### src/logic/fsc_pkg.sv
// shared constants and types for the fan speed controller block
package fsc_pkg;

	// ==========================================
	// clock and timing
	localparam logic [63:0] CLK_HZ         = 64'h5F5E100;                  // system clock rate, 100 MHz
	localparam logic [63:0] SETTLE_TIME_S  = 64'h1E;                       // settling time after speed change, s
	localparam logic [31:0] SETTLE_CYCLES  = 32'(SETTLE_TIME_S * CLK_HZ);  // settling time in clock cycles
	localparam logic [63:0] POLL_TIME_US   = 64'h3E8;                      // gap between status polls, us
	localparam logic [31:0] POLL_CYCLES    = 32'(POLL_TIME_US * CLK_HZ / 64'hF4240); // poll gap in cycles

	// ==========================================
	// fan controller chip map
	localparam logic [6:0]  DEV_ADDR       = 7'h1B;  // seven-bit bus address of the chip
	localparam logic [7:0]  REG_SPEED      = 8'h00;  // target speed register
	localparam logic [7:0]  REG_CONFIG     = 8'h02;  // configuration register
	localparam logic [7:0]  REG_ALARM_EN   = 8'h08;  // alarm enable register
	localparam logic [7:0]  REG_ALARM_STAT = 8'h0A;  // alarm status register
	localparam logic [7:0]  REG_SPEED_COUNTER_OVERFLOW_ALARM       = 8'h0C;  // tachometer count register
	localparam logic [7:0]  CONFIG_VAL     = 8'h2A;  // closed-loop regulation, 12 V fan, prescale 4
	localparam logic [7:0]  ALARM_EN_VAL   = 8'h0F;  // enable alarm bits 0 to 3
	localparam logic [7:0]  SPEED_2000     = 8'h3A;  // speed word for about 2000 rpm
	localparam logic [7:0]  SPEED_5000     = 8'h16;  // speed word for about 5000 rpm

	// ==========================================
	// alarm status field positions
	localparam int          ALM_MAX_POS    = 0;  // output at maximum level
	localparam int          ALM_MIN_POS    = 1;  // output at minimum level
	localparam int          ALM_OVF_POS    = 2;  // speed_counter_overflow_alarm
	localparam int          ALM_GIN1_POS   = 3;  // general_input_one_alarm
	localparam logic [3:0]  LED_RESET      = 4'h0;  // alarm leds after reset

	// ==========================================
	// state types
	typedef enum logic [2:0] {
		B_IDLE  = 3'h0,
		B_START = 3'h1,
		B_BYTE  = 3'h2,
		B_ACK   = 3'h3,
		B_STOP  = 3'h4
	} fsc_bus_t;

	typedef enum logic [2:0] {
		S_CFG   = 3'h0,
		S_ALEN  = 3'h1,
		S_SPD   = 3'h2,
		S_STAT  = 3'h3,
		S_SPEED_COUNTER_OVERFLOW_ALARM  = 3'h4,
		S_GAP   = 3'h5
	} fsc_seq_t;

endpackage

### src/logic/fsc_sync.sv
// two-flop synchroniser for inputs from outside the clock domain
`timescale 1ns/1ps

module fsc_sync #(
	parameter int W = 1  // number of bits
) (
	input  wire logic         clk,  // system clock
	input  wire logic         rst,  // synchronous reset, active high
	input  wire logic [W-1:0] din,  // asynchronous input
	input  wire logic [W-1:0] init, // value held during reset
	output logic      [W-1:0] dout  // synchronised output
);

	logic [W-1:0] s1_q;  // first stage, read only by second stage
	logic [W-1:0] s2_q;  // second stage

	// ==========================================
	// two registers in series
	always_ff @(posedge clk) begin
		if (rst) begin
			s1_q <= init;
			s2_q <= init;
		end else begin
			s1_q <= din;
			s2_q <= s1_q;
		end
	end

	assign dout = s2_q;

endmodule

### src/logic/fsc_top.sv
// fan speed controller: bus engine and configure/poll sequencer
//
// Overview of operation
// - configure chip fully before speed regulation starts
// - talk to the chip by standard two-wire protocol
// - setup writes speed; poll loop reads back state
// - bus clock from system clock, programmable prescaler
// - switch low selects about 2000 rpm
// - switch high selects about 5000 rpm
// - no alarm latching during settling after change
// - detected alarm lights its matching led
// - alarm leds hold until clear button pressed
// - bits 0,1,2 go to leds 0,1,2
// - bit 3, input-one alarm, goes to led 3
// - status bits 4 to 7 are ignored
`timescale 1ns/1ps

module fsc_i2c (
	input  wire logic        clk,      // system clock
	input  wire logic        rst,      // synchronous reset, active high
	input  wire logic        start,    // begin a register transaction
	input  wire logic        rd,       // 1 read, 0 write
	input  wire logic [7:0]  reg_a,    // register address in the chip
	input  wire logic [7:0]  wdata,    // byte to write
	input  wire logic [15:0] prescale, // system cycles per quarter bit, minus one
	input  wire logic        scl_s,    // synchronised clock line level
	input  wire logic        sda_s,    // synchronised data line level
	output logic             busy,     // transaction in progress
	output logic             done,     // one-cycle pulse at end
	output logic             ack_err,  // chip failed to acknowledge
	output logic [7:0]       rdata,    // byte read
	output logic             scl_oe_n, // low pulls clock line low
	output logic             sda_oe_n  // low pulls data line low
);

	fsc_pkg::fsc_bus_t st_q, st_d;            // bit sequencer state
	logic [1:0]        qt_q, qt_d;            // quarter within a bit
	logic [15:0]       div_q, div_d;          // prescaler count
	logic [2:0]        bit_q, bit_d;          // bit index within byte
	logic [1:0]        step_q, step_d;        // byte index within transaction
	logic [7:0]        sh_q, sh_d;            // shift register
	logic              rd_q, rd_d;            // transaction direction
	logic              err_q, err_d;          // missing acknowledge seen
	logic              done_q, done_d;        // end pulse
	logic [7:0]        rdat_q, rdat_d;        // captured read byte
	logic              scl_q, scl_d;          // clock line drive-low enable, low active
	logic              sda_q, sda_d;          // data line drive-low enable, low active
	logic              scl_hi, sda_hi;        // wanted line levels
	logic              stretch, tick, rbyte;  // helper terms
	logic [7:0]        nbyte;                 // byte for the next step

	// clock held low by the chip while released by us
	assign stretch = scl_q && !scl_s;
	// quarter-bit tick from the prescaler
	assign tick    = (div_q == prescale) && !stretch;
	// data phase of the byte being read
	assign rbyte   = rd_q && (step_q == 2'h3);
	assign busy    = (st_q != fsc_pkg::B_IDLE);
	assign done    = done_q;
	assign ack_err = err_q;
	assign rdata   = rdat_q;
	assign scl_oe_n = scl_q;
	assign sda_oe_n = sda_q;

	// ==========================================
	// byte for each step: address+write, register, data or address+read, read
	always_comb begin
		if (step_d == 2'h0) begin
			nbyte = {fsc_pkg::DEV_ADDR, 1'b0};
		end else if (step_d == 2'h1) begin
			nbyte = reg_a;
		end else if (step_d == 2'h2) begin
			nbyte = rd_q ? {fsc_pkg::DEV_ADDR, 1'b1} : wdata;
		end else begin
			nbyte = 8'hFF;  // released while reading
		end
	end

	// ==========================================
	// line levels per state and quarter: start, data bit, stop
	always_comb begin
		scl_hi = (qt_q == 2'h1) || (qt_q == 2'h2);
		sda_hi = 1'b1;
		case (st_q)
			fsc_pkg::B_IDLE: begin
				scl_hi = 1'b1;
			end
			fsc_pkg::B_START: begin
				sda_hi = (qt_q < 2'h2);  // data falls while clock high
			end
			fsc_pkg::B_BYTE: begin
				sda_hi = rbyte ? 1'b1 : sh_q[7];
			end
			fsc_pkg::B_ACK: begin
				sda_hi = 1'b1;  // release for ack, or nack on read
			end
			fsc_pkg::B_STOP: begin
				scl_hi = (qt_q != 2'h0);
				sda_hi = (qt_q >= 2'h2);  // data rises while clock high
			end
			default: begin
				scl_hi = 1'b1;
			end
		endcase
	end

	// ==========================================
	// next state of the bit sequencer
	always_comb begin
		st_d   = st_q;
		qt_d   = qt_q;
		bit_d  = bit_q;
		step_d = step_q;
		sh_d   = sh_q;
		rd_d   = rd_q;
		err_d  = err_q;
		rdat_d = rdat_q;
		done_d = 1'b0;
		scl_d  = scl_hi;
		sda_d  = sda_hi;
		div_d  = tick ? 16'h0000 : ((div_q == prescale) ? div_q : div_q + 16'h0001);
		if (st_q == fsc_pkg::B_IDLE) begin
			if (start) begin
				st_d   = fsc_pkg::B_START;
				qt_d   = 2'h0;
				step_d = 2'h0;
				rd_d   = rd;
				err_d  = 1'b0;
				div_d  = 16'h0000;
			end
		end else if (tick) begin
			qt_d = qt_q + 2'h1;
			if (st_q == fsc_pkg::B_BYTE && qt_q == 2'h2 && rbyte) begin
				sh_d = {sh_q[6:0], sda_s};  // sample while clock high
			end
			if (st_q == fsc_pkg::B_ACK && qt_q == 2'h2 && !rbyte && sda_s) begin
				err_d = 1'b1;
			end
			if (qt_q == 2'h3) begin
				case (st_q)
					fsc_pkg::B_START: begin
						st_d  = fsc_pkg::B_BYTE;
						bit_d = 3'h7;
						sh_d  = nbyte;
					end
					fsc_pkg::B_BYTE: begin
						if (!rbyte) begin
							sh_d = {sh_q[6:0], 1'b0};
						end
						if (bit_q == 3'h0) begin
							st_d = fsc_pkg::B_ACK;
						end else begin
							bit_d = bit_q - 3'h1;
						end
					end
					fsc_pkg::B_ACK: begin
						if (err_q || (!rd_q && step_q == 2'h2)) begin
							st_d = fsc_pkg::B_STOP;
						end else if (rbyte) begin
							st_d   = fsc_pkg::B_STOP;
							rdat_d = sh_q;
						end else begin
							step_d = step_q + 2'h1;
							bit_d  = 3'h7;
							sh_d   = nbyte;
							// repeated start before the read address
							st_d   = (rd_q && step_q == 2'h1) ? fsc_pkg::B_START : fsc_pkg::B_BYTE;
						end
					end
					default: begin
						st_d   = fsc_pkg::B_IDLE;
						done_d = 1'b1;
					end
				endcase
			end
		end
	end

	// ==========================================
	// bit sequencer registers
	always_ff @(posedge clk) begin
		if (rst) begin
			st_q   <= fsc_pkg::B_IDLE;
			qt_q   <= 2'h0;
			div_q  <= 16'h0000;
			bit_q  <= 3'h7;
			step_q <= 2'h0;
			sh_q   <= 8'hFF;
			rd_q   <= 1'b0;
			err_q  <= 1'b0;
			done_q <= 1'b0;
			rdat_q <= 8'h00;
			scl_q  <= 1'b1;
			sda_q  <= 1'b1;
		end else begin
			st_q   <= st_d;
			qt_q   <= qt_d;
			div_q  <= div_d;
			bit_q  <= bit_d;
			step_q <= step_d;
			sh_q   <= sh_d;
			rd_q   <= rd_d;
			err_q  <= err_d;
			done_q <= done_d;
			rdat_q <= rdat_d;
			scl_q  <= scl_d;
			sda_q  <= sda_d;
		end
	end

endmodule

module fsc_top #(
	parameter logic [31:0] SETTLE_CYC = fsc_pkg::SETTLE_CYCLES, // settling window in cycles
	parameter logic [31:0] POLL_CYC   = fsc_pkg::POLL_CYCLES    // gap between polls in cycles
) (
	input  wire logic        CLK_SYS,     // system clock, 100 MHz
	input  wire logic        RST,         // synchronous reset, active high
	input  wire logic        SPEED_SEL,   // speed switch, 0 slow, 1 fast
	input  wire logic        ALARM_CLR_N, // alarm clear button, low when pressed
	input  wire logic [15:0] PRESCALE,    // bus prescaler, quarter bit length minus one
	input  wire logic        SCL_IN,      // clock line level
	output logic             SCL_OUT,     // clock line drive value, always 0
	output logic             SCL_OE_N,    // low pulls clock line low
	input  wire logic        SDA_IN,      // data line level
	output logic             SDA_OUT,     // data line drive value, always 0
	output logic             SDA_OE_N,    // low pulls data line low
	output logic [3:0]       LED,         // latched alarm leds
	output logic             CONFIG_DONE, // chip configured and speed set
	output logic             SETTLING,    // settling window running
	output logic [7:0]       SPEED_COUNTER_OVERFLOW_ALARM_COUNT,  // last tachometer reading
	output logic             BUS_ERROR    // last transaction unacknowledged
);

	logic [3:0]        syn;                 // synchronised pins
	logic              busy, done, aerr;    // engine status
	logic [7:0]        rdata;               // engine read byte
	logic              start, c_rd;         // engine command
	logic [7:0]        c_reg, c_dat;        // engine command fields
	fsc_pkg::fsc_seq_t st_q, st_d;          // sequencer state
	logic              iss_q, iss_d;        // command issued, awaiting done
	logic              sel_q, sel_d;        // speed setting last written
	logic [31:0]       set_q, set_d;        // settling countdown
	logic [31:0]       gap_q, gap_d;        // poll gap countdown
	logic [3:0]        led_q, led_d;        // alarm leds
	logic [7:0]        speed_counter_overflow_alarm_q, speed_counter_overflow_alarm_d;      // tachometer reading
	logic              cfg_q, cfg_d;        // configuration complete
	logic              err_q, err_d;        // last error

	// ==========================================
	// pin synchronisers: speed, clear, clock line, data line
	fsc_sync #(.W(4)) u_sync (
		.clk  (CLK_SYS),
		.rst  (RST),
		.din  ({SPEED_SEL, ALARM_CLR_N, SCL_IN, SDA_IN}),
		.init (4'h7),
		.dout (syn)
	);

	// ==========================================
	// bus engine
	fsc_i2c u_bus (
		.clk      (CLK_SYS),
		.rst      (RST),
		.start    (start),
		.rd       (c_rd),
		.reg_a    (c_reg),
		.wdata    (c_dat),
		.prescale (PRESCALE),
		.scl_s    (syn[1]),
		.sda_s    (syn[0]),
		.busy     (busy),
		.done     (done),
		.ack_err  (aerr),
		.rdata    (rdata),
		.scl_oe_n (SCL_OE_N),
		.sda_oe_n (SDA_OE_N)
	);

	assign SCL_OUT     = 1'b0;
	assign SDA_OUT     = 1'b0;
	assign LED         = led_q;
	assign CONFIG_DONE = cfg_q;
	assign SETTLING    = (set_q != 32'h0000_0000);
	assign SPEED_COUNTER_OVERFLOW_ALARM_COUNT  = speed_counter_overflow_alarm_q;
	assign BUS_ERROR   = err_q;
	// one command at a time, none in the poll gap, while the engine is free
	assign start = !iss_q && !busy && (st_q != fsc_pkg::S_GAP);

	// ==========================================
	// command for the current state
	always_comb begin
		c_rd  = 1'b0;
		c_dat = 8'h00;
		c_reg = fsc_pkg::REG_ALARM_STAT;
		case (st_q)
			fsc_pkg::S_CFG: begin
				c_reg = fsc_pkg::REG_CONFIG;
				c_dat = fsc_pkg::CONFIG_VAL;
			end
			fsc_pkg::S_ALEN: begin
				c_reg = fsc_pkg::REG_ALARM_EN;
				c_dat = fsc_pkg::ALARM_EN_VAL;
			end
			fsc_pkg::S_SPD: begin
				c_reg = fsc_pkg::REG_SPEED;
				c_dat = syn[3] ? fsc_pkg::SPEED_5000 : fsc_pkg::SPEED_2000;
			end
			fsc_pkg::S_SPEED_COUNTER_OVERFLOW_ALARM: begin
				c_rd  = 1'b1;
				c_reg = fsc_pkg::REG_SPEED_COUNTER_OVERFLOW_ALARM;
			end
			default: begin
				c_rd  = 1'b1;  // status poll
			end
		endcase
	end

	// ==========================================
	// sequencer: configure, set speed, then poll forever
	always_comb begin
		st_d   = st_q;
		iss_d  = iss_q;
		sel_d  = sel_q;
		cfg_d  = cfg_q;
		err_d  = err_q;
		speed_counter_overflow_alarm_d = speed_counter_overflow_alarm_q;
		gap_d  = gap_q;
		set_d  = (set_q != 32'h0000_0000) ? set_q - 32'h0000_0001 : set_q;
		led_d  = syn[2] ? led_q : fsc_pkg::LED_RESET;
		if (start) begin
			iss_d = 1'b1;
			if (st_q == fsc_pkg::S_SPD) begin
				sel_d = syn[3];
			end
		end
		if (done) begin
			iss_d = 1'b0;
			err_d = aerr;
			// an unacknowledged command repeats in the same state
			if (!aerr) begin
				case (st_q)
					fsc_pkg::S_CFG: begin
						st_d = fsc_pkg::S_ALEN;
					end
					fsc_pkg::S_ALEN: begin
						st_d = fsc_pkg::S_SPD;
					end
					fsc_pkg::S_SPD: begin
						st_d  = fsc_pkg::S_STAT;
						cfg_d = 1'b1;
						set_d = SETTLE_CYC;
					end
					fsc_pkg::S_STAT: begin
						st_d = fsc_pkg::S_SPEED_COUNTER_OVERFLOW_ALARM;
						if (set_q == 32'h0000_0000) begin
							// set wins over a clear in the same cycle; bits 4-7 dropped
							led_d[fsc_pkg::ALM_MAX_POS]  = led_d[fsc_pkg::ALM_MAX_POS]
								| rdata[fsc_pkg::ALM_MAX_POS];
							led_d[fsc_pkg::ALM_MIN_POS]  = led_d[fsc_pkg::ALM_MIN_POS]
								| rdata[fsc_pkg::ALM_MIN_POS];
							led_d[fsc_pkg::ALM_OVF_POS]  = led_d[fsc_pkg::ALM_OVF_POS]
								| rdata[fsc_pkg::ALM_OVF_POS];
							led_d[fsc_pkg::ALM_GIN1_POS] = led_d[fsc_pkg::ALM_GIN1_POS]
								| rdata[fsc_pkg::ALM_GIN1_POS];
						end
					end
					fsc_pkg::S_SPEED_COUNTER_OVERFLOW_ALARM: begin
						st_d   = fsc_pkg::S_GAP;
						speed_counter_overflow_alarm_d = rdata;
						gap_d  = POLL_CYC;
					end
					default: begin
						st_d = fsc_pkg::S_STAT;
					end
				endcase
			end
		end
		if (st_q == fsc_pkg::S_GAP) begin
			if (gap_q == 32'h0000_0000) begin
				// a moved switch rewrites the speed, else poll again
				st_d = (syn[3] != sel_q) ? fsc_pkg::S_SPD : fsc_pkg::S_STAT;
			end else begin
				gap_d = gap_q - 32'h0000_0001;
			end
		end
	end

	// ==========================================
	// sequencer registers
	always_ff @(posedge CLK_SYS) begin
		if (RST) begin
			st_q   <= fsc_pkg::S_CFG;
			iss_q  <= 1'b0;
			sel_q  <= 1'b0;
			set_q  <= 32'h0000_0000;
			gap_q  <= 32'h0000_0000;
			led_q  <= fsc_pkg::LED_RESET;
			speed_counter_overflow_alarm_q <= 8'h00;
			cfg_q  <= 1'b0;
			err_q  <= 1'b0;
		end else begin
			st_q   <= st_d;
			iss_q  <= iss_d;
			sel_q  <= sel_d;
			set_q  <= set_d;
			gap_q  <= gap_d;
			led_q  <= led_d;
			speed_counter_overflow_alarm_q <= speed_counter_overflow_alarm_d;
			cfg_q  <= cfg_d;
			err_q  <= err_d;
		end
	end

endmodule

### config.mk
export PLATFORM = sky130hd
export DESIGN_NAME = fsc_top
export DESIGN_NICKNAME = d
export VERILOG_FILES = /design/src/logic/fsc_pkg.sv /design/src/logic/fsc_sync.sv /design/src/logic/fsc_top.sv
export SDC_FILE = /design/constraint.sdc
export NUM_CORES = 1
export LEC_CHECK = 0
export BUFFER_PORTS_ARGS = -buffer_cell sky130_fd_sc_hd__buf_2
export CELL_PAD_IN_SITES_DETAIL_PLACEMENT = 1
export CELL_PAD_IN_SITES_GLOBAL_PLACEMENT = 2
export CORE_MARGIN = 3
export CORE_UTILIZATION = 37
export CTS_CLUSTER_DIAMETER = 150
export DETAILED_ROUTE_END_ITERATION = 16
export HOLD_SLACK_MARGIN = 0.12
export PLACE_DENSITY_LB_ADDON = 0.08
export SYNTH_ARGS = -nofsm -noshare
export SYNTH_HDL_FRONTEND = slang
export SYNTH_SLANG_ARGS = --single-unit
### constraint.sdc
create_clock -name CLK_SYS -period 3.1 [get_ports CLK_SYS]
set_input_delay 0.62 -clock CLK_SYS [delete_from_list [all_inputs] [get_ports CLK_SYS]]
set_output_delay 0.62 -clock CLK_SYS [all_outputs]
set_load 0.02 [all_outputs]
Word-level counts from Yosys, hierarchy flattened
Index checks and enable logic that the tools add are counted.

storage, ports and cells
  register bits after elaboration = 138
  input port bits = 22
  output and inout bits = 19

cells by class
  $add $sub $neg = 6
  magnitude comparators = 2
  equality and inequality tests = 25
  multiplexer cells = 69
  bitwise logic cells = 9
  reductions and logical operators = 47

operator list
  cell                                                                   number
  32-bit two-way mux                                                     9
  32-bit zero test                                                       2
  16-bit two-way mux                                                     4
  8-bit two-way mux                                                      8
  32-bit by 1-bit subtractor with 32-bit output (second input constant)  2
  3-bit two-way mux                                                      14
  32-bit nonzero test                                                    1
  8-bit case mux with 3 select lines                                     1
  2-bit two-way mux                                                      11
  4-bit two-way mux                                                      5
  3-bit case mux with 3 select lines                                     2
  6-bit case mux with 3 select lines                                     1
  16-bit by 1-bit adder with 16-bit output (second input constant)       1
  16-bit == test                                                         1
  4-bit case mux with 4 select lines                                     1
  3-bit by 2-bit == test with 1-bit output (second input constant)       4
  1-bit logical AND                                                      12
  6-bit two-way mux                                                      2
  3-bit case mux with 4 select lines                                     1
  2-bit == test (second input constant)                                  5
  3-bit == test (second input constant)                                  3
  3-bit zero test                                                        3
  3-bit AND reduction                                                    3
  1-bit two-way mux                                                      8
  26 further kinds                                                       54

Depth between registers and ports, before layout
Gate-level depths: netlist (run 1).

  depth in word-level cells = 16
  mapped depth = 10
  depth with buffers taken out = 9

Modules after synthesis
A second synthesis (run 1) with hierarchy kept.

second synthesis, totals
  cells, all modules = 870
  area total of the unflattened synthesis = 7302.0 um^2

modules (own cells, without submodules)
  module    instances  cells each  area an instance (um^2)
  fsc_top   1          519         4204.0
  fsc_i2c   1          334         2806.4
  fsc_sync  1          17          291.5

Worst setup path before layout (run 1)
Ideal clock, no wire load.

  path type = input to register
  from = in PRESCALE[3]
  to = reg u_bus.bit_q[0]
  arrival = 2.766 ns
  path slack = 0.214 ns
  cell stages on the path = 8
  buffers on the path = 1
  cell sequence = xor2_1 nor4_1 and4_1 buf_2 nand2_1 a2111oi_0 a21oi_1 a211o_1

on the way
  cells in the longest elaborated chain, start to end = 3

RTL lines
  element                        RTL line        text
  start, declared                fsc_top.sv:221  input wire logic [15:0] PRESCALE,
  16-bit == test                 fsc_top.sv:55   assign tick = (div_q == prescale) && !stretch;
  1-bit logical AND              fsc_top.sv:55
  7-bit AND reduction (no line)  -
  end signal, assigned           fsc_top.sv:199  bit_q <= bit_d;
  end, declared                  fsc_top.sv:39   logic [2:0] bit_q, bit_d;

Every way passes these cells.
A chain may end at the register's enable or synchronous reset.

Worst setup path after layout (run 1)
  from = reg gap_q[14]
  to = reg gap_q[15]

on the way
  cells in the longest elaborated chain, start to end = 3
  elaborated cells between the ends (all ways) = 4
  classes of those cells = 1 x add/sub; 2 x mux; 1 x reduce/logical

RTL lines
  element                                                                                   RTL line                        text
  start, declared                                                                           fsc_top.sv:244                  logic [31:0] gap_q, gap_d;
  start signal, assigned                                                                    fsc_top.sv:407                  gap_q <= gap_d;
  32-bit by 1-bit subtractor with 32-bit output / 32-bit zero test (equally long branches)  fsc_top.sv:384, fsc_top.sv:380
  32-bit two-way mux (*)                                                                    fsc_top.sv:380                  if (gap_q == 32'h0000_0000) begin
  32-bit two-way mux (*)                                                                    fsc_top.sv:379                  if (st_q == fsc_pkg::S_GAP) begin

Mark *: on every way between the ends. The rest lies on a longest branch, timed or not.

==> results of run 1 <==
report_power, final:
part | leakage, uW | switching [uW] | internal, uW
registers | 0.00112 | 241 | 1990
clock network | 0.000282 | 765 | 1260
logic | 0.00169 | 919 | 658
routing by layer:
layer | vias up | track usage | share of wire
li1 | 3044 | - | -
met1 | 3004 | 0.243 | 0.46
met2 | 69 | 0.347 | 0.50
met3 | 20 | 0.0417 | 0.028
met4 | 0 | 0.0545 | 0.015
met5 | - | 0 | 0
stage by stage:
step	cells	hold WS [ns]	total power, uW	worst slack, ns
2_1_floorplan	832	0.389	3430	0.214
3_3_place_gp	1086	0.391	3760	0.151
3_5_place_dp	1086	0.403	3840	0.138
4_1_cts	1117	0.368	5900	0.0938
5_1_grt	1118	0.377	6240	0.000193
6_report	1118	0.384	5830	0.188
cell families (layout without fill, tap and decap cells):
| logic type | count (synthesis) | count (layout) |
|---|---|---|
| fa+ha+maj | 12 | 12 |
| xor+xnor | 66 | 66 |
| buf+inv | 60 | 117 |
| flops | 138 | 138 |
| other cells | 1 | 2 |
| mux | 20 | 20 |
| compound gates | 156 | 156 |
| simple gates | 378 | 378 |
state kept, by name, summed over array words and instances (netlist names), 2 cells and up:
name / flops
u_bus.bit_q: 3
u_bus.step_q: 2
set_q: 32
u_sync.dout: 4
u_bus.sh_q: 8
LED: 4
u_bus.st_q: 3
u_bus.qt_q: 2
st_q: 3
u_bus.div_q: 16
u_bus.rdata: 8
u_sync.s1_q: 4
gap_q: 32
SPEED_COUNTER_OVERFLOW_ALARM_COUNT: 8
cell usage in the layout, fill, tap and decap left out, types with 6 or more instances in the layout:
cell type    n
a211oi_1     6
a21oi_1     55
a31oi_1     10
and2_1       8
and3_1       7
buf_2       37
buf_4       31
clkbuf_16   17
dfxtp_1    138
ha_1        12
inv_1       18
mux2_2       7
mux2i_1     13
nand2_1     71
nand2b_1    10
nand3_1     25
nand3b_1     6
nand4_1      8
nand4b_1     6
nor2_1     123
nor2b_1      8
nor3_1      31
nor4_1      27
o21ai_0     22
o31ai_1     12
or2_2       11
or3_1       13
or4_1        9
xnor2_1     31
xor2_1      35
worst paths after layout:
path	start	endpoint	slack, ns	cells past startpoint
min reg2reg	u_sync.s1_q[2]	u_sync.dout[2]	0.41	1
max reg2reg	gap_q[14]	gap_q[15]	0.19	8
max	gap_q[14]	gap_q[15]	0.19	8
min	SCL_IN	u_sync.s1_q[1]	0.38	2
layout make-up:
type	instances	area [um^2]
inverter	18	67.6
sequential	138	2760
fill	2171	10100
tap	229	287
clock inverter	7	90.1
timing repair buffer	68	418
clock buffer	24	492
multi-input combinational	634	3860
repair_timing:
item | CTS | global route
buffers inserted | 0 | 1
resized for setup | 0 | 0
endpoints found under the setup margin | 0 | 1
==> results.yml, run 1 <==
run_status:
  status: "completed"
sta:
  slew_viol_final: 0
  tns_ns: 0
  final.period_utilization: 0.939
  rsz0062_at_grt: "false"
  finClkSkew_ns: 0.00866
  hold_viol: 0
  clock.fmax_mhz: 343
  finalCriticalPeriod_ns: 2.91
  worst_pin_slew_ns: 0.877
  slew_headroom: 0.412
  finalSetupViolations: 0
synth:
  synth_top_family_by_area: "simple AND/OR/NAND/NOR gates"
  ys_async_sr_fraction: 0
  synth_xor_area_frac: 0.0842
  synth.most_common_cell: "dfxtp_1"
  synth_common_cells: "138 x dfxtp_1, 123 x nor2_1, 71 x nand2_1"
  syn_avg_cell_area_um2: 8.26
  synth_area_leaders: "dfxtp_1 40%, nor2_1 6.7%, xor2_1 4.5%"
  synth_edf_count: 0
  synth_top_area_frac: 0.402
  synth-simple-area-share: 0.275
  synth_seq_cells: 138
  synthAdderAreaFrac: 0.0219
  syn_inst: 831
  synth_top_cell_by_area: "dfxtp_1"
  yosysSeqAreaShare: 0.402
  synth_area_um2: 6870
  synth_compound_area_frac: 0.151
  muxShareOfSynthArea: 0.0304
  synth-main-ff-cell: "dfxtp_1"
  synth_cell_type_count: 69
  yosysWarnings: 0
placed_design:
  port-buffer-count: 38
  routabilityCongestion: 0.821
  hpwl_mm: 13.7
  placed_area_um2: 7390
cells_and_area:
  drive_above_1_share: 0.144
  fin_util: 0.441
  fin_area_um2: 7980
  num_antenna_cells: 0
  syn2layout_area_growth_pct: 16.2
  final_nets: 911
power_and_ir_drop:
  p_per_area_nw_per_um2: 731
  p_leak_uw: 0.00309
  peakVddDrop_uv: 383
critical_path:
  cp_slowest_cell: "or4_1"
  path_class: "reg2reg"
  start_kind: "register"
  crit_fanout: 7
  endpoint_kind: "register"
  required_ns: 3.36
  crit_buf_inv: 1
  crit_family: "simple AND/OR/NAND/NOR gates"
  arrival_ns: 3.17
  crit_path_cell_trace: "or4_1, or4_1, or4_4, o21ai_2, buf_4, nor4b_1, xnor2_1, a21oi_1"
  cp_common_cell: "or4_1"
  max_stage_delay_ns: 0.56
route:
  drc_errors: 0
  detail_route.wl_per_cell_um: 17.0
  vias_per_cell: 5.49
  drt_iter0_markers: 194
  wl_mm: 19.0
  final_antenna_net_count: 0
  via_count: 6137
  first_pass_iters: 4
global_route:
  grt_first_pass_wirelength_mm: 32.4
  antenna_found_initial: 0
  grt_usage: 0.197
  grt_pass1_vias: 6457
  overflow: 0
  grt_max_degree: 73
cts:
  cts.htree.levels: 4
  clk_latency_ns: 0.42
  cts_buffers: 17
  clk_pin_slew_worst_paths_ns: 0.06
  cts_tree: "built"
  hold_buffers: 0
  clockBufferDepth: 2
  cts.sinks: 138
  cts_root_buf: "clkbuf_16"
run:
  cap_violations: 0
floorplan:
  start_util: 0.380
  die_area_um2: 20200
  fp-row-count: 49
  chipWidth_um: 142
  die_y_um: 142
  core_um2: 18100
  ios: 41
hold_path:
  hold_path.class: "in2reg"
(Power assumes the default switching activity.)
==> inputs of run 2 (changes only) <==
- REMOVE_ABC_BUFFERS: default -> 1
==> run 2 against run 1 <==
  * Largest power group unchanged
  * Routed wire length is 1.2% lower
  * Setup slack worse by 0.039 ns
  * Non-clock buffer count is 1 lower
  * Clock skew is 0.0028 ns higher
  * Clock power is 3% lower
  * Sequential power hardly changed
  * Register-to-register slack better by 0.07 ns
  * Global-route usage is 0.75 points lower
  * Via count is 0.16% lower
  * Clock-buffer cell count is 3 lower
  * Cell area is 0.14% lower
==> results.yml, run 2 (same netlist as run 1, synthesis figures left out) <==
cells_and_area:
  fin_util: 0.441
  most-common-layout-cells: "138 x dfxtp_1, 123 x nor2_1, 71 x nand2_1, 55 x a21oi_1, 37 x buf_2"
  top_regs: "gap_q x32, set_q x32, u_bus.div_q x16"
  drive_above_1_share: 0.148
  ff_latch_area_um2: 2760
  fin_area_um2: 7970
  syn2layout_area_growth_pct: 16.1
  multi_input_area_um2: 3870
  mostFrequentLayoutCell: "dfxtp_1"
  fill_cells: 2153
  num_antenna_cells: 0
  final_nets: 910
sta:
  clock.fmax_mhz: 339
  finClkSkew_ns: 0.0115
  rsz0062_at_grt: "false"
  finalCriticalPeriod_ns: 2.95
  holdWs_ns: 0.379
  worst_pin_slew_ns: 0.892
  slew_headroom: 0.401
  slew_viol_final: 0
  hold_viol: 0
  final.period_utilization: 0.952
  finalSetupViolations: 0
  tns_ns: 0
global_route:
  grt_max_degree: 50
  grt_pass1_vias: 6346
  grt_usage: 0.189
  antenna_found_initial: 0
  met2_usage: 0.327
  grt.busiest_layer: "met2"
  overflow: 0
  use_met3: 0.0366
  use_met1: 0.240
  grt_first_pass_wirelength_mm: 31.3
critical_path:
  arrival_ns: 2.33
  start_kind: "register"
  path_class: "reg2out"
  max_stage_delay_ns: 0.60
  crit_buf_inv: 2
  crit_fanout: 8
  required_ns: 2.48
  crit_family: "simple AND/OR/NAND/NOR gates"
  cp_slowest_cell: "or4_1"
  endpoint_kind: "primary output"
  reg2reg_slack_ns: 0.26
  crit_path_cell_trace: "or4_1, nor4_1, nand4_1, buf_4, buf_2"
route:
  first_pass_iters: 4
  drt_iter0_markers: 179
  wl_mm: 18.8
  final_antenna_net_count: 0
  drc_errors: 0
  via_count: 6127
  vias_per_cell: 5.49
  detail_route.wl_per_cell_um: 16.9
floorplan:
  fp-row-count: 49
  core_um2: 18100
  start_util: 0.380
  ios: 41
  die_area_um2: 20200
  die_y_um: 142
  chipWidth_um: 142
cts:
  cts.sinks: 138
  clockBufferDepth: 2
  cts_resized: 0
  cts_tree: "built"
  cts_setup_buffers: 0
  cts.htree.levels: 4
  clk_latency_ns: 0.42
  cts_root_buf: "clkbuf_16"
  cts_buffers: 17
  hold_buffers: 0
  clk_pin_slew_worst_paths_ns: 0.06
placed_design:
  routabilityCongestion: 0.840
  port-buffer-count: 38
  hpwl_mm: 13.7
  placed_area_um2: 7390
run:
  cap_violations: 0
power_and_ir_drop:
  p_leak_uw: 0.00308
  swShare: 0.338
  peakVddDrop_uv: 421
  p_per_area_nw_per_um2: 726
  power_uw: 5790
  pwr-share-seq: 0.386
  p_comb_frac: 0.274
  p_clk_frac: 0.341
  internal_power_uw: 3830
  p_switching_uw: 1950
run_status:
  status: "completed"
hold_path:
  hold_path.class: "in2reg"
[run 2: cell count changes in the layout (fill, tap and decap cells not counted), sizes merged]
cell / before / now
clkbuf: 24 / 21
clkinv: 3 / 6
clkinvlp: 2 / 3
bufinv: 2 / 1
buf: 68 / 67
[run 2: path summary, 6_finish.rpt]
path                                startpoint        endpoint  cells past startpoint
worst max-delay path                 set_q[26]        SETTLING                      5
worst min-delay path                    SCL_IN  u_sync.s1_q[1]                      2
worst max register to register        gap_q[5]       gap_q[25]                      7
worst min register to register  u_sync.s1_q[0]  u_sync.dout[0]                      1
[run 2: layout make-up]
cell class / count / area share
Clock buffer: 21 / 0.0603
Sequential cell: 138 / 0.347
Inverter: 18 / 0.00848
Multi-Input combinational cell: 634 / 0.485
Clock inverter: 10 / 0.0118
Timing Repair Buffer: 67 / 0.0515
Tap cell: 229 / 0.0359
[run 2: power groups by stage]
stage / Clock, uW / Combinational [uW] / Sequential, uW
2_1_floorplan: 0 / 1170 / 2210
3_3_place_gp: 0 / 1530 / 2250
3_5_place_dp: 0 / 1590 / 2270
4_1_cts: 2020 / 1610 / 2230
5_1_grt: 2110 / 1780 / 2270
6_report: 1970 / 1580 / 2230
[run 2: worst reg2reg max path: cells and delay by family, from the launching register on]
family          cells  cell delay (ns)
compound gates      2             0.51
flops               1             0.36
simple gates        5             1.89
[run 2: per-layer routing]
metal  vias to the layer above  share of wire
li1                       3045              -
met1                      2999           0.48
met2                        66           0.49
met3                        17          0.019
met4                         0          0.010
met5                         -              0
[run 2: metrics by stage]
stage                     worst slack [ns]  std cells
final                                0.149       1117
after global routing                0.0520       1117
after CTS                            0.124       1117
after detailed placement            0.0234       1086
after global placement              0.0749       1086
after floorplan                      0.202        790
